`src/cfbo_pkg.sv`:
```
package cfbo_pkg;

   // ==========================================================
   // Timing
   // ==========================================================
   localparam int CLK_PERIOD_NS = 20;
   // Base tick of the follow period, one step of the period setting
   localparam int TICK_PERIOD_NS = 100000;
   // Least time, so round up
   localparam int TICK_CYCLES = (TICK_PERIOD_NS + CLK_PERIOD_NS - 1) / CLK_PERIOD_NS;

   // ==========================================================
   // Parameter indices
   // ==========================================================
   localparam logic [15:0] IDX_MODE_SEL = 16'h00cc;
   localparam logic [15:0] IDX_ACTION_SEL = 16'h0296;
   localparam logic [15:0] IDX_BUS_OFF_SEL = 16'h02bf;
   localparam logic [15:0] IDX_ROLE_SEL = 16'h02c0;
   localparam logic [15:0] IDX_IDENT = 16'h02c1;
   localparam logic [15:0] IDX_PERIOD = 16'h02c2;

   // ==========================================================
   // Values, ranges and reset values
   // ==========================================================
   localparam logic [15:0] RECOVERY_MANUAL = 16'h0000;
   localparam logic [15:0] RECOVERY_AUTO = 16'h0001;
   localparam logic [15:0] ROLE_OFF = 16'h0000;
   localparam logic [15:0] ROLE_PROD_REAL = 16'h0001;
   localparam logic [15:0] ROLE_PROD_VIRT = 16'h0002;
   localparam logic [15:0] ROLE_CONSUMER = 16'h0003;
   localparam logic [15:0] ACTION_ALARM = 16'h0000;
   localparam logic [15:0] ACTION_FAULT = 16'h0001;
   localparam logic [15:0] ACTION_STOP = 16'h0002;
   localparam logic [15:0] ACTION_DISABLE = 16'h0003;
   localparam logic [15:0] MODE_LADDER = 16'h0004;
   localparam logic [15:0] IDENT_MIN = 16'h0181;
   localparam logic [15:0] IDENT_MAX = 16'h01ff;
   // Period in steps of one tick (0.2 ms to 5.0 ms)
   localparam logic [15:0] PERIOD_MIN = 16'h0002;
   localparam logic [15:0] PERIOD_MAX = 16'h0032;

   localparam logic [15:0] BUS_OFF_SEL_RST = 16'h0000;
   localparam logic [15:0] ROLE_SEL_RST = 16'h0000;
   localparam logic [15:0] IDENT_RST = 16'h0181;
   localparam logic [15:0] PERIOD_RST = 16'h000a;
   localparam logic [15:0] ACTION_SEL_RST = 16'h0000;
   localparam logic [15:0] MODE_SEL_RST = 16'h0002;

   localparam int FIFO_DEPTH = 8;

   // ==========================================================
   // Carriers
   // ==========================================================
   typedef struct packed {
      logic [31:0] pos;
      logic [31:0] spd;
   } cfbo_axis_t;

   typedef struct packed {
      logic [10:0] id;
      cfbo_axis_t axis;
   } cfbo_frame_t;

   localparam int FRAME_W = $bits(cfbo_frame_t);

   typedef enum logic [1:0] {
      CST_RUN,
      CST_RESTART,
      CST_DEAD
   } cfbo_comm_st_t;

endpackage

```
`src/cfbo_fifo.sv`:
```
module cfbo_fifo #(
   parameter int WIDTH = 8,
   parameter int DEPTH = 8
) (
   input wire logic mclk_in,
   input wire logic nrst_in,
   input wire logic flush_in,
   input wire logic in_valid_in,
   output logic in_ready_out,
   input wire logic [WIDTH-1:0] in_data_in,
   output logic out_valid_out,
   input wire logic out_ready_in,
   output logic [WIDTH-1:0] out_data_out
);

   localparam int AW = $clog2(DEPTH);

   typedef struct packed {
      logic [DEPTH-1:0][WIDTH-1:0] mem;
      logic [AW-1:0] wr_ptr;
      logic [AW-1:0] rd_ptr;
      logic [AW:0] count;
      logic out_valid;
      logic [WIDTH-1:0] out_data;
   } cfbo_fifo_st_t;

   cfbo_fifo_st_t st_q, st_d;
   logic push, pop, load;

   // ==========================================================
   // Storage and registered output stage
   // ==========================================================
   // Output word sits in a register so the reader never sees memory timing
   always_comb begin
      st_d = st_q;
      push = in_valid_in && (st_q.count != (AW + 1)'(DEPTH));
      load = !st_q.out_valid || out_ready_in;
      pop = load && (st_q.count != '0);
      if (push) begin
         st_d.mem[st_q.wr_ptr] = in_data_in;
         st_d.wr_ptr = st_q.wr_ptr + 1'b1;
      end
      if (load) begin
         st_d.out_valid = (st_q.count != '0);
         st_d.out_data = st_q.mem[st_q.rd_ptr];
      end
      if (pop) begin
         st_d.rd_ptr = st_q.rd_ptr + 1'b1;
      end
      st_d.count = st_q.count + (AW + 1)'(push) - (AW + 1)'(pop);
      // Flush drops everything, including the word on the output
      if (flush_in) begin
         st_d.wr_ptr = '0;
         st_d.rd_ptr = '0;
         st_d.count = '0;
         st_d.out_valid = 1'b0;
      end
   end

   always_ff @(posedge mclk_in or negedge nrst_in) begin
      if (!nrst_in) begin
         st_q <= '0;
      end else begin
         st_q <= st_d;
      end
   end

   assign in_ready_out = (st_q.count != (AW + 1)'(DEPTH));
   assign out_valid_out = st_q.out_valid;
   assign out_data_out = st_q.out_data;

endmodule // cfbo_fifo

```
`src/cfbo_follow_ctrl.sv`:
```
// Contract
// - Manual recovery: alarm and action (fault action without alarm), comm dead until reset
// - Automatic recovery: restart, no alarm, no action
// - Role decode: off, real, virtual, consumer
// - Producer sends real or virtual axis data
// - Consumer passes received data to gearing block
// - Producer or consumer enters operational state itself
// - Identifier accepted only from 385 to 511
// - One common identifier; others ignored by consumer
// - Producer sends once per period, 0.2-5.0 ms
// - Consumer ignores the period setting
// - Producer telegrams are reference for all consumers
// - Consumer applies data only in ladder mode
// - Master writes take effect at once, no restart
// - Error action decode: alarm, fault, stop, disable
module cfbo_follow_ctrl
   import cfbo_pkg::*;
#(
   parameter int TICK_CYC = TICK_CYCLES
) (
   input wire logic mclk_in,
   input wire logic nrst_in,
   // Parameter access, local keypad or network object writes alike
   input wire logic par_wr_in,
   input wire logic par_rd_in,
   input wire logic [15:0] par_idx_in,
   input wire logic [15:0] par_wdata_in,
   output logic [15:0] par_rdata_out,
   output logic par_ack_out,
   output logic par_err_out,
   // From the CAN controller
   input wire logic bus_off_in,
   input wire logic rx_valid_in,
   input wire logic [10:0] rx_id_in,
   input wire cfbo_axis_t rx_axis_in,
   // Transmit queue towards the CAN controller
   output logic tx_valid_out,
   input wire logic tx_ready_in,
   output cfbo_frame_t tx_frame_out,
   // Axis sources for the producer, and the fault reset input
   input wire cfbo_axis_t real_axis_in,
   input wire cfbo_axis_t virt_axis_in,
   input wire logic fault_reset_in,
   // Status and actions
   output logic comm_enabled_out,
   output logic can_restart_out,
   output logic bus_off_alarm_out,
   output logic comm_fault_out,
   output logic stop_cmd_out,
   output logic disable_cmd_out,
   output logic nmt_operational_out,
   output logic gear_valid_out,
   output cfbo_axis_t gear_axis_out
);

   // ==========================================================
   // State
   // ==========================================================
   typedef struct packed {
      // Settings
      logic [15:0] bus_off_sel;
      logic [15:0] role_sel;
      logic [15:0] ident;
      logic [15:0] period;
      logic [15:0] action_sel;
      logic [15:0] mode_sel;

      // Port answer
      logic [15:0] rdata;
      logic ack;
      logic err;

      // Link and timers
      cfbo_comm_st_t comm;
      logic comm_en;
      logic [15:0] tick_cnt;
      logic [15:0] period_cnt;
      logic pend;
      cfbo_frame_t frame;

      // Actions
      logic alarm;
      logic fault;
      logic stop;
      logic disable_cmd;
      logic restart;
      logic nmt_op;
      logic gear_valid;
      cfbo_axis_t gear_axis;
   } cfbo_st_t;

   cfbo_st_t st_q, st_d;

   logic fifo_in_ready;
   logic fifo_flush;
   logic fifo_push;
   logic tick;
   logic producer;
   logic consumer;
   logic running;

   // Decode of the role setting, shared by several paths
   function automatic logic is_producer(input logic [15:0] role);
      return (role == ROLE_PROD_REAL) || (role == ROLE_PROD_VIRT);
   endfunction

   function automatic logic is_consumer(input logic [15:0] role);
      return role == ROLE_CONSUMER;
   endfunction

   // Range checks for writes that carry a bounded value
   function automatic logic in_range(input logic [15:0] v, input logic [15:0] lo,
                                     input logic [15:0] hi);
      return (v >= lo) && (v <= hi);
   endfunction

   // ==========================================================
   // Next state
   // ==========================================================
   always_comb begin
      st_d = st_q;
      producer = is_producer(st_q.role_sel);
      consumer = is_consumer(st_q.role_sel);
      running = (st_q.comm == CST_RUN);
      tick = (st_q.tick_cnt == 16'(TICK_CYC - 1));
      fifo_push = st_q.pend && running && producer;
      fifo_flush = (st_q.comm == CST_DEAD);

      // Pulses default low
      st_d.ack = 1'b0;
      st_d.err = 1'b0;
      st_d.restart = 1'b0;
      st_d.gear_valid = 1'b0;

      // Parameter writes apply in the next cycle, no restart needed
      if (par_wr_in) begin
         st_d.ack = 1'b1;
         unique case (par_idx_in)
            IDX_BUS_OFF_SEL: begin
               if (par_wdata_in <= RECOVERY_AUTO) begin
                  st_d.bus_off_sel = par_wdata_in;
               end else begin
                  st_d.err = 1'b1;
               end
            end
            IDX_ROLE_SEL: begin
               if (par_wdata_in <= ROLE_CONSUMER) begin
                  st_d.role_sel = par_wdata_in;
               end else begin
                  st_d.err = 1'b1;
               end
            end
            IDX_IDENT: begin
               // Out of range identifiers are refused, old value kept
               if (in_range(par_wdata_in, IDENT_MIN, IDENT_MAX)) begin
                  st_d.ident = par_wdata_in;
               end else begin
                  st_d.err = 1'b1;
               end
            end
            IDX_PERIOD: begin
               if (in_range(par_wdata_in, PERIOD_MIN, PERIOD_MAX)) begin
                  st_d.period = par_wdata_in;
               end else begin
                  st_d.err = 1'b1;
               end
            end
            IDX_ACTION_SEL: begin
               if (par_wdata_in <= ACTION_DISABLE) begin
                  st_d.action_sel = par_wdata_in;
               end else begin
                  st_d.err = 1'b1;
               end
            end
            IDX_MODE_SEL: begin
               st_d.mode_sel = par_wdata_in;
            end
            default: begin
               st_d.err = 1'b1;
            end
         endcase
      end else if (par_rd_in) begin
         st_d.ack = 1'b1;
         unique case (par_idx_in)
            IDX_BUS_OFF_SEL: st_d.rdata = st_q.bus_off_sel;
            IDX_ROLE_SEL: st_d.rdata = st_q.role_sel;
            IDX_IDENT: st_d.rdata = st_q.ident;
            IDX_PERIOD: st_d.rdata = st_q.period;
            IDX_ACTION_SEL: st_d.rdata = st_q.action_sel;
            IDX_MODE_SEL: st_d.rdata = st_q.mode_sel;
            default: begin
               st_d.rdata = 16'h0000;
               st_d.err = 1'b1;
            end
         endcase
      end

      // Fault reset clears the latched fault and stop but not the alarm, the disable or the dead link
      // Ahead of bus-off handling so a new event wins
      if (fault_reset_in) begin
         st_d.fault = 1'b0;
         st_d.stop = 1'b0;
      end

      // Bus-off handling; a dead link only leaves through power-on reset
      unique case (st_q.comm)
         CST_RUN: begin
            if (bus_off_in) begin
               if (st_q.bus_off_sel == RECOVERY_AUTO) begin
                  st_d.comm = CST_RESTART;
                  st_d.restart = 1'b1;
               end else begin
                  st_d.comm = CST_DEAD;
                  // Fault replaces the alarm, other actions add to it
                  unique case (st_q.action_sel)
                     ACTION_FAULT: st_d.fault = 1'b1;
                     ACTION_STOP: begin
                        st_d.alarm = 1'b1;
                        st_d.stop = 1'b1;
                     end
                     ACTION_DISABLE: begin
                        st_d.alarm = 1'b1;
                        st_d.disable_cmd = 1'b1;
                     end
                     default: st_d.alarm = 1'b1;
                  endcase
               end
            end
         end
         CST_RESTART: begin
            // One cycle of restart, then back to normal traffic
            st_d.comm = CST_RUN;
         end
         CST_DEAD: begin
            st_d.comm = CST_DEAD;
         end
      endcase

      // Follow role drives the network state to operational while the link is not dead
      st_d.nmt_op = (producer || consumer) && (st_d.comm != CST_DEAD);
      st_d.comm_en = (st_d.comm != CST_DEAD);

      // Free running base tick
      st_d.tick_cnt = tick ? 16'h0000 : st_q.tick_cnt + 16'h0001;

      // Producer period timer; consumers never run it
      if (!producer || !running) begin
         st_d.period_cnt = 16'h0000;
         st_d.pend = 1'b0;
      end else if (st_q.pend) begin
         // Waits here while the queue is full, so no telegram is lost
         if (fifo_in_ready) begin
            st_d.pend = 1'b0;
            st_d.period_cnt = 16'h0000;
         end
      end else if (tick) begin
         if (st_q.period_cnt + 16'h0001 >= st_q.period) begin
            st_d.pend = 1'b1;
            st_d.frame.id = st_q.ident[10:0];
            if (st_q.role_sel == ROLE_PROD_REAL) begin
               st_d.frame.axis = real_axis_in;
            end else begin
               st_d.frame.axis = virt_axis_in;
            end
         end else begin
            st_d.period_cnt = st_q.period_cnt + 16'h0001;
         end
      end

      // Consumer path: matching identifier and ladder mode only
      if (rx_valid_in && consumer && running) begin
         if (rx_id_in == st_q.ident[10:0]) begin
            if (st_q.mode_sel == MODE_LADDER) begin
               st_d.gear_valid = 1'b1;
               st_d.gear_axis = rx_axis_in;
            end
         end
      end
   end

   // ==========================================================
   // State register
   // ==========================================================
   always_ff @(posedge mclk_in or negedge nrst_in) begin
      if (!nrst_in) begin
         st_q <= '0;
         st_q.bus_off_sel <= BUS_OFF_SEL_RST;
         st_q.role_sel <= ROLE_SEL_RST;
         st_q.ident <= IDENT_RST;
         st_q.period <= PERIOD_RST;
         st_q.action_sel <= ACTION_SEL_RST;
         st_q.mode_sel <= MODE_SEL_RST;
         st_q.comm <= CST_RUN;
         st_q.comm_en <= 1'b1;
      end else begin
         st_q <= st_d;
      end
   end

   // ==========================================================
   // Transmit queue
   // ==========================================================
   // Queue absorbs bursts while the controller is busy with other traffic
   cfbo_fifo #(
      .WIDTH(FRAME_W),
      .DEPTH(FIFO_DEPTH)
   ) u_tx_fifo (
      .mclk_in(mclk_in),
      .nrst_in(nrst_in),
      .flush_in(fifo_flush),
      .in_valid_in(fifo_push),
      .in_ready_out(fifo_in_ready),
      .in_data_in(st_q.frame),
      .out_valid_out(tx_valid_out),
      .out_ready_in(tx_ready_in),
      .out_data_out(tx_frame_out)
   );

   // ==========================================================
   // Outputs
   // ==========================================================
   // All straight from state flops
   assign par_rdata_out = st_q.rdata;
   assign par_ack_out = st_q.ack;
   assign par_err_out = st_q.err;
   assign comm_enabled_out = st_q.comm_en;
   assign can_restart_out = st_q.restart;
   assign bus_off_alarm_out = st_q.alarm;
   assign comm_fault_out = st_q.fault;
   assign stop_cmd_out = st_q.stop;
   assign disable_cmd_out = st_q.disable_cmd;
   assign nmt_operational_out = st_q.nmt_op;
   assign gear_valid_out = st_q.gear_valid;
   assign gear_axis_out = st_q.gear_axis;

endmodule // cfbo_follow_ctrl

```
`config.mk`:
```
export PLATFORM = sky130hd
export DESIGN_NAME = cfbo_follow_ctrl
export DESIGN_NICKNAME = d
export VERILOG_FILES = /design/src/cfbo_pkg.sv /design/src/cfbo_fifo.sv /design/src/cfbo_follow_ctrl.sv
export SDC_FILE = /design/constraint.sdc
export NUM_CORES = 2
export LEC_CHECK = 0
export ABC_AREA = 0
export CORE_MARGIN = 4
export CORE_UTILIZATION = 45
export CTS_BUF_LIST = sky130_fd_sc_hd__clkbuf_8
export CTS_CLUSTER_SIZE = 28
export DETAILED_ROUTE_END_ITERATION = 8
export DONT_BUFFER_PORTS = 1
export GPL_TIMING_DRIVEN = 0
export PLACE_DENSITY = 0.61
export RECOVER_POWER = 100
export SLEW_MARGIN = 20
export SYNTH_ARGS = -nofsm -noshare
export SYNTH_HDL_FRONTEND = slang
export SYNTH_SLANG_ARGS = --single-unit
```
`constraint.sdc`:
```
create_clock -name mclk_in -period 5.04 [get_ports mclk_in]
set_input_delay 0 -clock mclk_in [delete_from_list [all_inputs] [get_ports mclk_in]]
set_output_delay 0 -clock mclk_in [all_outputs]
set_load 0.05 [all_outputs]
```
==> results.md <==
* Status: complete, but fails checks
* Failing checks: max-capacitance violations, max-slew violations
* GRT Total Usage at 22.3%
* Iteration-0 DRC count of the detailed router at roughly 1,700
* Hold_ws at approximately 0.040 ns
* Post-DP HPWL at around 70,000 µm
* Final Hold Viols at 0
* Nets@finish at 4,106
* Fmax at approximately 0.21 GHz
* Final setup fails at 0
* Count leader, synth: dfrtp_1
* Leakage at ~25 nW
* Max_slew headroom at -147%
* Die X at 322 µm
* Avg Inst Size Synth at about 14 µm²
* Root Buffer: clkbuf_8
* DRT Wirelength at around 110,000 µm
* First-pass GRT wire length at 178,000 µm
* Worst VDD drop at between 0.2 and 0.25 mV
* Synth-to-layout area growth at 18.6%
* Post-route ant nets at 0
* Final slew viol count at approximately 470
* Post-Syn Area at 44,300 µm²
* Maximum number of pins on one net before global-route repair at about 1,000
* Rows at 114
* Worst setup SP type: flop
* Vias per inst at 5.36
* I/O pin count at roughly 400
* Fin Clk Skew at 0.0378 ns
* Min cycle time layout at 4.78 ns
* Mapped Nets at ~3,500
* Filler Cell Count at approximately 8,300
* Hold crit path type: input port to flop
* Core area at about 97,000 µm²
* First-pass DRT Iterations at 5
* Cells after Synth at 3,262
* Placed Instance Area at 45,900 µm²
* Non-filler instance count after layout at roughly 5,300
* EDFF count, synth at 0
* CTS tree: built
* Register clock-pin slew on the reported worst setup and hold paths at 0.06 ns
* Vias in the first global route at 29,963
* Initial Utilization at a little under half
* Seq cells post-synth at between 900 and 1,000
* Clk_lat worst skew at between 0.8 and 0.9 ns
* Post-Layout Inst Area at approximately 53,000 µm²
* Layout cells sized above 1 at 22.5%
* Routability cong. at between 0.7 and 0.8
* Clock Sinks at ~1,000
* Final Power at 17.3 mW
* YS warnings at 0
* Vias after detailed routing at between 20,000 and 30,000
* Die Ht at between 300 and 400 µm
* Post-CTS setup buffer count at 0
* MaxCap Viol Count at 4
* Initial antenna violation count at 6
* Critical path type: flop to flop
* CP Max Fanout at 10
* Required @ worst endpoint at 5.73 ns
* Pwr dens at between 300 and 400 nW/µm²
* Longest Clk Path Bufs at 3
* Synth cell count leaders: 975 x dfrtp_1, 436 x mux2_2, 367 x nand2_1
* WL/cell at 21.7 µm
* Worst-Margin Slew at between 3 and 4 ns
* Largest cells by area after synthesis: dfrtp_1 55%, mux2_2 11%, mux4_2 7.6%
* Synth cell types at 67
* CP Capture Type: flop
* RSZ-0062 raised after global routing: no
* Sequential area share after synthesis at between 50 and 60%
* # placed instances at approximately 4,500
* Post-route DRC at 0
* Die area at 103,000 µm²
* Synth area leader: dfrtp_1
* CTS Buf Count at approximately 170
* Main synth FF type: dfrtp_1
* Port Buf Inserts at 0
* H-tree levels at 4
* Grt total ovfl at 0
* Asr flop ratio synth at 100%
* Final worst-path cycle share at a little over nine tenths
* Share of the synthesized area in the top cell type at roughly 55%
* Crit path arrival time at around 5.5 ns
[worst paths after layout]
check | slack [ns] | start | cells past startpoint | end
max | 0.26 | st_q[149] | 17 | st_q[107]
min | 0.04 | par_idx_in[15] | 5 | par_rdata_out[1]
max reg2reg | 0.26 | st_q[149] | 17 | st_q[107]
min reg2reg | 0.46 | gear_axis_out[51] | 2 | gear_axis_out[51]
max in group asynchronous | 0.83 | nrst_in | 5 | gear_axis_out[9]
min in group asynchronous | 1.65 | nrst_in | 4 | u_tx_fifo.st_q[145]
[kinds of logic (layout without fill, tap and decap cells)]
| logic type | Yosys count | after routing | share of synthesized area, % |
|---|---|---|---|
| flip-flops | 982 | 982 | 55.5 |
| buffers and inverters | 383 | 1097 | 5.10 |
| other | 0 | 3 | 0 |
| AO/OA/AOI/OAI | 260 | 260 | 3.63 |
| multiplexers | 938 | 938 | 27.4 |
| adder cells (fa/ha/maj) | 29 | 29 | 0.837 |
| AND/OR/NAND/NOR | 624 | 624 | 6.61 |
| XOR/XNOR | 46 | 46 | 0.910 |
[worst max-delay path, cell delays in order (launching register included)]
cell and delay, ns:
dfrtp_1 0.32, clkbuf_1 0.26, nand3_1 0.28, nor3_2 0.45, and3_1 0.26, nand3_1 0.10
xor2_1 0.21, inv_1 0.08, ha_1 0.30, and2_1 0.14, nand4_1 0.16, or4_1 0.61
a311o_1 0.49, clkbuf_4 0.33, buf_6 0.22, buf_2 0.24, nand2_1 0.10, o21ai_0 0.09
[registers in the layout, summed over array words and instances, names as in the netlist, 16 cells and up]
register / count
gear_axis_out: 64
par_rdata_out: 16
u_tx_fifo.st_q: 610
u_tx_fifo.out_data_out: 75
st_q: 206
[where the power goes]
group	internal, mW	leakage, nW	switching, mW
Sequential	7.94	13.2	0.0704
Combinational	0.736	9.73	1.27
Clock	3.94	2.05	3.37
Total	12.6	25.0	4.71
[stage by stage]
stage,setup TNS [ns],setup slack [ns],utilization [%]
5_1_grt,0,0.0254,54.1
3_5_place_dp,-0.0557,-0.0159,47.2
6_report,0,0.262,54.1
2_1_floorplan,0,1.26,-
4_1_cts,0,0.0449,54.8
3_3_place_gp,0,0.0273,47.2
[cells in the final DEF (no fill, tap or decap), types with 28 or more instances in the layout]
cell	synthesis	routed
and2_0	0	31
clkbuf_1	94	288
mux2_2	436	436
mux2i_1	141	141
inv_1	39	100
nand2_1	367	367
clkbuf_8	0	212
mux2_1	202	210
o21ai_0	132	136
dlygate4sd3_1	0	391
nand3_1	32	32
dfrtp_1	975	975
mux4_2	150	150
a22oi_1	46	46
nor2_1	58	58
ha_1	28	28
[cell type report]
| type | count | area (µm²) | area share (%) |
|---|---|---|---|
| Timing Repair Buffer | 398 | 4010 | 7.64 |
| Inverter | 39 | 146 | 0.279 |
| Tap cell | 1276 | 1600 | 3.04 |
| Sequential cell | 982 | 24600 | 46.8 |
| Clock inverter | 104 | 582 | 1.11 |
| Buffer | 344 | 1350 | 2.57 |
| Antenna cell | 3 | 7.51 | 0.0143 |
| Clock buffer | 212 | 2920 | 5.56 |
| Multi-Input combinational cell | 1897 | 17300 | 33.0 |
[metal layers]
| metal | up-vias | wire, µm | part of all wire, % | global-route usage [%] |
|---|---|---|---|---|
| met4 | 0 | 2640 | 2.3 | 6.72 |
| li1 | 12694 | - | - | - |
| met5 | - | 0 | 0 | 0 |
| met1 | 14676 | 50500 | 44 | 29.9 |
| met2 | 637 | 55800 | 49 | 37.0 |
| met3 | 183 | 5300 | 4.6 | 4.24 |
[timing repair]
item / 4_1_cts / 5_1_grt
endpoints found under the setup margin: 6 / 75
hold buffers: 389 / 4
pin swaps: 0 / 0
gates resized for setup: 1 / 6
hold endpoints to repair: 1222 / 462
Power figures use the tool's default switching activity.
